File: config.mk
export PLATFORM = sky130hd
export DESIGN_NAME = tcsu_timer_ctrl
export DESIGN_NICKNAME = d
export VERILOG_FILES = /design/src/tcsu_pkg.sv /design/src/tcsu_timer_ctrl.sv
export SDC_FILE = /design/constraint.sdc
export NUM_CORES = 1
export LEC_CHECK = 0
export BUFFER_PORTS_ARGS = -buffer_cell sky130_fd_sc_hd__buf_4
export CAP_MARGIN = 30
export CORE_MARGIN = 2
export CORE_UTILIZATION = 40
export CTS_CLUSTER_SIZE = 24
export DETAILED_ROUTE_END_ITERATION = 10
export SYNTH_ARGS = -nofsm -noshare
export SYNTH_HDL_FRONTEND = slang
export SYNTH_SLANG_ARGS = --single-unit
File: constraint.sdc
create_clock -name clk -period 4.39 [get_ports clk]
set_clock_uncertainty 0.2 [all_clocks]
set_input_delay 0.2195 -clock clk [delete_from_list [all_inputs] [get_ports clk]]
set_output_delay 0.2195 -clock clk [all_outputs]
set_load 0.03 [all_outputs]
File: src/tcsu_pkg.sv
// constants for the upper timer control/status block
// Overview of operation
// - upper overflow flag bit 7 sets when upper count byte wraps FF to 00.
// - overflow flag clears only on write zero after it was read as one.
// - upper match flag bit 6 sets when upper count equals upper compare (8-bit mode) or full count equals compare (16-bit mode).
// - match flag clears only on write zero after it was read as one.
// - overflow interrupt enable bit 5 gates the overflow interrupt request.
// - 16-bit mode: clear select bit 4 clears combined counter on combined match.
// - 8-bit mode: clear select clears only upper count byte on upper match.
package tcsu_pkg;
    localparam logic [11:0] ADDR_CTRL_STATUS = 12'h000;
    localparam logic [11:0] ADDR_IRQ_STATUS  = 12'h004;
    localparam logic [11:0] ADDR_IRQ_MASK    = 12'h008;
    localparam logic [11:0] ADDR_COUNT       = 12'h00C;
    localparam logic [11:0] ADDR_COMPARE     = 12'h010;
    localparam logic [11:0] ADDR_MODE        = 12'h014;
    localparam int BIT_OVF   = 7;
    localparam int BIT_MATCH = 6;
    localparam int BIT_OVIE  = 5;
    localparam int BIT_CCLR  = 4;
    localparam logic [7:0]  CTRL_RESET    = 8'h00;
    localparam logic [1:0]  IRQ_RESET     = 2'h0;
    localparam logic [15:0] COUNT_RESET   = 16'h0000;
    localparam logic [15:0] COMPARE_RESET = 16'hFFFF;
    localparam logic [7:0]  BYTE_ALL_ONES = 8'hFF;
endpackage

File: src/tcsu_timer_ctrl.sv
// upper timer control/status register with its counter and apb slave
`timescale 1ns/10ps
module tcsu_timer_ctrl
    import tcsu_pkg::*;
(
    input  wire logic        clk,
    input  wire logic        reset,
    input  wire logic        psel,
    input  wire logic        penable,
    input  wire logic        pwrite,
    input  wire logic [11:0] paddr,
    input  wire logic [31:0] pwdata,
    output logic      [31:0] prdata,
    output logic             pready,
    output logic             pslverr,
    output logic             irq,
    output logic             overflowIrqReq
);
    // registers
    logic        ovf_r, ovf_nxt;
    logic        match_r, match_nxt;
    logic        ovie_r, ovie_nxt;
    logic        cclr_r, cclr_nxt;
    logic        ovfSeen_r, ovfSeen_nxt;
    logic        matchSeen_r, matchSeen_nxt;
    logic [1:0]  irqStat_r, irqStat_nxt;
    logic [1:0]  irqMask_r, irqMask_nxt;
    logic [15:0] count_r, count_nxt;
    logic [15:0] compare_r, compare_nxt;
    logic        mode16_r, mode16_nxt;
    logic        run_r, run_nxt;
    logic [31:0] prdata_r, prdata_nxt;

    logic access, wr, rd, mapped, rdSetup;
    logic upperWrap, upperMatch, fullMatch, ovfSet, matchSet;
    logic ctrlWr, ctrlRd;

    assign access  = psel && penable;
    assign wr      = access && pwrite;
    assign rd      = access && !pwrite;
    assign mapped  = paddr == ADDR_CTRL_STATUS || paddr == ADDR_IRQ_STATUS || paddr == ADDR_IRQ_MASK
                  || paddr == ADDR_COUNT || paddr == ADDR_COMPARE || paddr == ADDR_MODE;
    assign pready  = 1'b1;
    assign pslverr = access && !mapped;
    assign prdata  = prdata_r;
    assign ctrlWr  = wr && paddr == ADDR_CTRL_STATUS;
    assign ctrlRd  = rd && paddr == ADDR_CTRL_STATUS;
    // read data captured in the setup cycle so it already stands at the zero-wait access edge
    assign rdSetup = psel && !penable && !pwrite;

    // upper byte events; in 8-bit mode the low byte is ignored for compare
    assign upperWrap  = run_r && count_r[15:8] == BYTE_ALL_ONES
                     && (mode16_r ? count_r[7:0] == BYTE_ALL_ONES : 1'b1);
    assign upperMatch = count_r[15:8] == compare_r[15:8];
    assign fullMatch  = count_r == compare_r;
    assign ovfSet     = upperWrap;
    assign matchSet   = mode16_r ? fullMatch : upperMatch;

    always_comb begin
        ovf_nxt       = ovf_r;
        match_nxt     = match_r;
        ovie_nxt      = ovie_r;
        cclr_nxt      = cclr_r;
        ovfSeen_nxt   = ovfSeen_r;
        matchSeen_nxt = matchSeen_r;
        irqStat_nxt   = irqStat_r;
        irqMask_nxt   = irqMask_r;
        count_nxt     = count_r;
        compare_nxt   = compare_r;
        mode16_nxt    = mode16_r;
        run_nxt       = run_r;
        prdata_nxt    = prdata_r;
        // read of one arms the clear; armed from the value software
        // actually receives, not from a flag that set after capture
        if (ctrlRd && prdata_r[BIT_OVF]) begin
            ovfSeen_nxt = 1'b1;
        end
        if (ctrlRd && prdata_r[BIT_MATCH]) begin
            matchSeen_nxt = 1'b1;
        end
        if (ctrlWr) begin
            ovie_nxt = pwdata[BIT_OVIE];
            cclr_nxt = pwdata[BIT_CCLR];
            if (!pwdata[BIT_OVF] && ovfSeen_r) begin
                ovf_nxt     = 1'b0;
                ovfSeen_nxt = 1'b0;
            end
            if (!pwdata[BIT_MATCH] && matchSeen_r) begin
                match_nxt     = 1'b0;
                matchSeen_nxt = 1'b0;
            end
        end
        // set beats a clear in the same cycle
        if (ovfSet) begin
            ovf_nxt = 1'b1;
        end
        if (matchSet) begin
            match_nxt = 1'b1;
        end
        // counter: clear on match, otherwise count while running
        if (run_r) begin
            if (cclr_r && mode16_r && fullMatch) begin
                count_nxt = COUNT_RESET;
            end else if (cclr_r && !mode16_r && upperMatch) begin
                count_nxt = {8'h00, count_r[7:0] + 8'h01};
            end else if (mode16_r) begin
                count_nxt = count_r + 16'h0001;
            end else begin
                count_nxt = {count_r[15:8] + 8'h01, count_r[7:0] + 8'h01};
            end
        end
        if (wr && paddr == ADDR_COUNT) begin
            count_nxt = pwdata[15:0];
        end
        if (wr && paddr == ADDR_COMPARE) begin
            compare_nxt = pwdata[15:0];
        end
        if (wr && paddr == ADDR_MODE) begin
            mode16_nxt = pwdata[0];
            run_nxt    = pwdata[1];
        end
        if (wr && paddr == ADDR_IRQ_MASK) begin
            irqMask_nxt = pwdata[1:0];
        end
        if (wr && paddr == ADDR_IRQ_STATUS) begin
            irqStat_nxt = irqStat_r & ~pwdata[1:0];
        end
        // sticky status: bit0 overflow, bit1 match; set wins over w1c
        irqStat_nxt = irqStat_nxt | {matchSet, ovfSet && ovie_r};
        if (rdSetup) begin
            unique case (paddr)
                ADDR_CTRL_STATUS: prdata_nxt = {24'h000000, ovf_r, match_r, ovie_r, cclr_r, 4'h0};
                ADDR_IRQ_STATUS:  prdata_nxt = {30'h00000000, irqStat_r};
                ADDR_IRQ_MASK:    prdata_nxt = {30'h00000000, irqMask_r};
                ADDR_COUNT:       prdata_nxt = {16'h0000, count_r};
                ADDR_COMPARE:     prdata_nxt = {16'h0000, compare_r};
                ADDR_MODE:        prdata_nxt = {30'h00000000, run_r, mode16_r};
                default:          prdata_nxt = 32'h00000000;
            endcase
        end
    end

    always_ff @(posedge clk or posedge reset) begin
        if (reset) begin
            ovf_r       <= CTRL_RESET[BIT_OVF];
            match_r     <= CTRL_RESET[BIT_MATCH];
            ovie_r      <= CTRL_RESET[BIT_OVIE];
            cclr_r      <= CTRL_RESET[BIT_CCLR];
            ovfSeen_r   <= 1'b0;
            matchSeen_r <= 1'b0;
            irqStat_r   <= IRQ_RESET;
            irqMask_r   <= IRQ_RESET;
            count_r     <= COUNT_RESET;
            compare_r   <= COMPARE_RESET;
            mode16_r    <= 1'b0;
            run_r       <= 1'b0;
            prdata_r    <= 32'h00000000;
        end else begin
            ovf_r       <= ovf_nxt;
            match_r     <= match_nxt;
            ovie_r      <= ovie_nxt;
            cclr_r      <= cclr_nxt;
            ovfSeen_r   <= ovfSeen_nxt;
            matchSeen_r <= matchSeen_nxt;
            irqStat_r   <= irqStat_nxt;
            irqMask_r   <= irqMask_nxt;
            count_r     <= count_nxt;
            compare_r   <= compare_nxt;
            mode16_r    <= mode16_nxt;
            run_r       <= run_nxt;
            prdata_r    <= prdata_nxt;
        end
    end

    assign irq            = |(irqStat_r & irqMask_r);
    assign overflowIrqReq = ovf_r && ovie_r;

    property p_ovf_set;
        @(posedge clk) disable iff (reset) ovfSet |=> ovf_r;
    endproperty
    a_ovf_set: assert property (p_ovf_set) else $error("overflow flag not set after wrap");

    property p_ovf_hold;
        @(posedge clk) disable iff (reset) (ctrlWr && !pwdata[BIT_OVF] && !ovfSeen_r && ovf_r) |=> ovf_r;
    endproperty
    a_ovf_hold: assert property (p_ovf_hold) else $error("overflow flag cleared without read");

    property p_match_set;
        @(posedge clk) disable iff (reset) matchSet |=> match_r;
    endproperty
    a_match_set: assert property (p_match_set) else $error("match flag not set");

    property p_match_clr;
        @(posedge clk) disable iff (reset) $fell(match_r) |-> $past(matchSeen_r) && $past(ctrlWr);
    endproperty
    a_match_clr: assert property (p_match_clr) else $error("match flag cleared illegally");

    property p_ovie;
        @(posedge clk) disable iff (reset) overflowIrqReq |-> ovie_r && ovf_r;
    endproperty
    a_ovie: assert property (p_ovie) else $error("overflow request without enable");

    property p_clr16;
        @(posedge clk) disable iff (reset)
            (run_r && mode16_r && cclr_r && fullMatch && !wr) |=> count_r == COUNT_RESET;
    endproperty
    a_clr16: assert property (p_clr16) else $error("combined counter not cleared on match");

    property p_clr8;
        @(posedge clk) disable iff (reset)
            (run_r && !mode16_r && cclr_r && upperMatch && !wr) |=> count_r[15:8] == 8'h00;
    endproperty
    a_clr8: assert property (p_clr8) else $error("upper byte not cleared on match");

    property p_set_wins;
        @(posedge clk) disable iff (reset) (ctrlWr && ovfSeen_r && ovfSet) |=> ovf_r;
    endproperty
    a_set_wins: assert property (p_set_wins) else $error("overflow event lost on clear");

    property p_ovf_clr;
        @(posedge clk) disable iff (reset) (ctrlWr && !pwdata[BIT_OVF] && ovfSeen_r && !ovfSet) |=> !ovf_r;
    endproperty
    a_ovf_clr: assert property (p_ovf_clr) else $error("armed overflow clear ignored");

    property p_match_hold;
        @(posedge clk) disable iff (reset) (ctrlWr && !pwdata[BIT_MATCH] && !matchSeen_r && match_r) |=> match_r;
    endproperty
    a_match_hold: assert property (p_match_hold) else $error("match flag cleared without read");

    property p_match_wins;
        @(posedge clk) disable iff (reset) (ctrlWr && matchSeen_r && matchSet) |=> match_r;
    endproperty
    a_match_wins: assert property (p_match_wins) else $error("match event lost on clear");

    property p_ovie_off;
        @(posedge clk) disable iff (reset) !ovie_r |-> !overflowIrqReq;
    endproperty
    a_ovie_off: assert property (p_ovie_off) else $error("overflow request while disabled");

    property p_irq_ovf;
        @(posedge clk) disable iff (reset) (ovfSet && ovie_r) |=> irqStat_r[0];
    endproperty
    a_irq_ovf: assert property (p_irq_ovf) else $error("enabled overflow not latched");

    // plain counting paths, so the clear paths cannot hide a stuck counter
    property p_count16;
        @(posedge clk) disable iff (reset)
            (run_r && mode16_r && !(cclr_r && fullMatch) && !wr) |=> count_r == $past(count_r) + 16'h0001;
    endproperty
    a_count16: assert property (p_count16) else $error("combined counter did not step");

    property p_run8;
        @(posedge clk) disable iff (reset)
            (run_r && !mode16_r && !(cclr_r && upperMatch) && !wr) |=> count_r[15:8] == $past(count_r[15:8]) + 8'h01;
    endproperty
    a_run8: assert property (p_run8) else $error("upper byte did not step");

    property p_stopped;
        @(posedge clk) disable iff (reset) (!run_r && !wr) |=> $stable(count_r);
    endproperty
    a_stopped: assert property (p_stopped) else $error("counter moved while stopped");

    property p_prdata_hold;
        @(posedge clk) disable iff (reset) !rdSetup |=> $stable(prdata_r);
    endproperty
    a_prdata_hold: assert property (p_prdata_hold) else $error("read data changed without a read");

    property p_w1c;
        @(posedge clk) disable iff (reset)
            (wr && paddr == ADDR_IRQ_STATUS && pwdata[1] && !matchSet) |=> !irqStat_r[1];
    endproperty
    a_w1c: assert property (p_w1c) else $error("match status not cleared by one");

    property p_mask_wr;
        @(posedge clk) disable iff (reset) (wr && paddr == ADDR_IRQ_MASK) |=> irqMask_r == $past(pwdata[1:0]);
    endproperty
    a_mask_wr: assert property (p_mask_wr) else $error("mask write lost");

    c_ovf:   cover property (@(posedge clk) disable iff (reset) $rose(ovf_r));
    c_clr:   cover property (@(posedge clk) disable iff (reset) $fell(ovf_r));
    c_irq:   cover property (@(posedge clk) disable iff (reset) $rose(irq));
    c_match: cover property (@(posedge clk) disable iff (reset) $rose(match_r) ##[1:1000] $fell(match_r));
    c_clr8:  cover property (@(posedge clk) disable iff (reset) run_r && !mode16_r && cclr_r && upperMatch);
endmodule

==> impl_metrics.tcl <==
set metrics [dict create \
    grtUsageTotal 0.199 \
    hold_violations 0 \
    swShare 0.225 \
    r2r_start "count_r[6]$_DFFE_PP0P_" \
    critPathArrivalTime_ns 2.45 \
    max_stage_delay_ns 0.69 \
    power.density_nw_per_um2 297 \
    hold_end "prdata[0]$_DFFE_PP0P_" \
    num_io_pins 85 \
    htree_levels 3 \
    syn_area_per_cell_um2 9.58 \
    multiInputGateArea_um2 1840 \
    worstRegToRegCells 6 \
    vias 3077 \
    ys_seq_elements 60 \
    hold_start "paddr[3]" \
    core_um2 8760 \
    tns_ns 0 \
    grt_antenna_before_repair 0 \
    ir_drop_v 0.000164 \
    synth_cells 378 \
    rows 34 \
    setup_viol 0 \
    clk_latency_ns 0.34 \
    viasPerCell 5.60 \
    ant_nets 0 \
    post_dp_cell_area_um2 3930 \
    gp_congestion 0.862 \
    drt_iter0_markers 161 \
    cp-end-kind "register" \
    p_int_w 0.00101 \
    timing.final.crit_period_ns 2.46 \
    grt_pass1_wl_um 15400 \
    cpMostUsedCell "buf_4" \
    worst_setup_hold_path_clk_slew_ns 0.07 \
    switching_power_w 0.000293 \
    clock-root-buffer "clkbuf_8" \
    nNetsFinal 488 \
    cts_inserted_buffers 9 \
    yosys_warnings 0 \
    slew_headroom 0.452 \
    cp_max_fo 19 \
    startpoint_type "input port" \
    fmax_mhz 406 \
    final_max_slew_viol_count 0 \
    reg2reg_to "count_r[15]$_DFFE_PP0P_" \
    clock_sink_count 60 \
    comb_power_share 0.085 \
    yosysUniqueCellTypes 52 \
    synth-async-reset-ratio 1.00 \
    reg2reg_slack_ns 1.94 \
    rsz0062_at_grt "no" \
    path_buf_inv 2 \
    cts_setup_buffers 0 \
    dp_hpwl_um 6660 \
    io_buffers 51 \
    diodes 0 \
    yosysSeqAreaShare 0.420 \
    crit_chain "buf_4, nor4_2, nand3_1, nor3_2, buf_4, nor3_1, o21ai_0, o311ai_0" \
    area_growth_syn_to_layout_pct 20.7 \
    overflow 0 \
    fin_area_um2 4370 \
    min_path_type "input port to register" \
    cp_num_cells 8 \
    routed_wl_um 9410 \
    die_w_um 99.2 \
    path_class "input port to register" \
    whs_path_depth 3 \
    fp.dieH_um 99.2 \
    netlist_area_um2 3620 \
    n_fill_cell 815 \
    worst_pin_slew_ns 0.819 \
    cp_top_family "simple AND/OR/NAND/NOR gates" \
    drc 0 \
    leakage_nw 1.86 \
    clock_path_buffers 2 \
    cts_tree "done" \
    crit_required_ns 4.38 \
    seq_area_um2 1520 \
    seq_power_share 0.431 \
    drt-wirelength-per-cell_um 17.1 \
    cp_slowest_cell "nor3_2" \
    grt_pass1_vias 3012 \
    fin_crit_sh 0.561 \
    synth_flop_cell "dfrtp_1" \
    drt_first_pass_iters 4 \
    layout-drive-gt1-share 0.252 \
    clkPwrFrac 0.484 \
    drv_cap 0 \
    grt_max_degree 40 \
    status "completed" \
    synth-edff-count 0 \
    dieArea_um2 9830 \
    start_util 0.413 \
]
worst max-delay path by stage:
stage                                      start                       to
final                                   paddr[9]  count_r[11]$_DFFE_PP0P_
after floorplan           count_r[9]$_DFFE_PP0P_  count_r[15]$_DFFE_PP0P_
after global routing                    paddr[9]  count_r[11]$_DFFE_PP0P_
after detailed placement                paddr[9]  count_r[11]$_DFFE_PP0P_
after global placement                  paddr[9]  count_r[11]$_DFFE_PP0P_
after CTS                               paddr[9]      ovfSeen_r$_DFF_PP0_
state kept, by name, indices dropped and copies added, names as in the netlist:
signal,cells
compare_r,16
count_r,16
prdata,16
irqMask_r,2
irqStat_r,2
cclr_r,1
matchSeen_r,1
match_r,1
mode16_r,1
ovfSeen_r,1
ovf_r,1
ovie_r,1
run_r,1
metrics by stage:
stage / hold slack, ns / total power [W] / util / setup WS, ns / std cells
6_report: 0.0776 / 0.00130 / 0.499 / 1.93 / 549
5_1_grt: 0.107 / 0.00134 / 0.499 / 1.69 / 549
4_1_cts: 0.0619 / 0.00131 / 0.499 / 1.93 / 549
3_5_place_dp: 0.0691 / 0.000666 / 0.448 / 1.57 / 514
3_3_place_gp: 0.0635 / 0.000665 / 0.448 / 1.58 / 514
2_1_floorplan: 0.128 / 0.000637 / - / 2.30 / 393
what timing repair did:
action                                 in CTS  in global routing
endpoints found under the hold margin      55                  0
hold buffers                               19                  0
resized for setup                           0                  0
layout by cell type, fill, tap and decap left out, drive strengths merged, types with 4 or more instances in the layout:
master / instances
dlygate4sd3: 19
and3: 8
nand2: 37
a211oi: 4
nor2: 23
nand4: 6
buf: 53
nand3: 14
conb: 17
a22oi: 17
inv: 10
nor4: 12
dfrtp: 44
clkbuf: 12
a21oi: 18
o21ai: 31
xor2: 18
mux2: 25
dfstp: 16
mux2i: 5
nor3: 8
nand2b: 4
or3: 4
worst min-delay path, delay by kind of cell:
kind                   cells  cell delay, ns
AOI/OAI and AO/OA          2            0.20
buffers and inverters      1            0.15
Yosys cell counts, types with 4 or more instances:
cell type	instances	share of area
o21ai_1	5	0.0069
nor3_1	6	0.0083
nand4_1	6	0.010
clkbuf_1	8	0.0083
nor4_2	4	0.014
and3_1	8	0.014
dfstp_2	16	0.12
mux2_1	10	0.031
mux2_2	15	0.047
o21ai_0	26	0.036
nor2_1	22	0.023
inv_1	10	0.010
buf_6	7	0.022
nor4_1	7	0.012
a211oi_1	4	0.0083
mux2i_1	5	0.014
dfrtp_1	44	0.30
buf_2	6	0.0083
nand2b_1	4	0.0069
buf_4	19	0.039
a22oi_1	17	0.035
a21oi_1	18	0.025
nand2_1	37	0.038
nand3_1	14	0.019
xor2_1	18	0.044
routing by layer:
metal / up-vias / wire, um / track usage
met1: 1530 / 4410 / 0.270
li1: 1441 / - / -
met5: - / 0 / 0
met4: 0 / 239 / 0.0948
met2: 90 / 4430 / 0.314
met3: 16 / 341 / 0.0288
power by group through the flow:
stage | Sequential (W) | Clock (W) | Combinational (W)
2_1_floorplan | 0.000567 | 0 | 0.0000690
3_3_place_gp | 0.000570 | 0 | 0.0000953
3_5_place_dp | 0.000570 | 0 | 0.0000966
4_1_cts | 0.000560 | 0.000639 | 0.000110
5_1_grt | 0.000560 | 0.000660 | 0.000120
6_report | 0.000560 | 0.000629 | 0.000110
area by class of cell:
type,count,area share
timing repair buffer,72,0.135
tap,108,0.0309
sequential,60,0.348
clock buffer,12,0.0355
inverter,10,0.00859
clock inverter,4,0.0218
multi-input combinational,283,0.421
logic make-up (layout without fill, tap and decap cells):
logic type	after synthesis	after routing	share of synthesized area
AO/OA/AOI/OAI	88	88	0.152
XOR/XNOR	19	19	0.0459
adder cells (fa/ha/maj)	3	3	0.0104
buffers and inverters	50	98	0.0881
flip-flops	60	60	0.420
multiplexers	30	30	0.0915
other	2	17	0.00207
AND/OR/NAND/NOR	126	126	0.190
(Power assumes the default switching activity.)
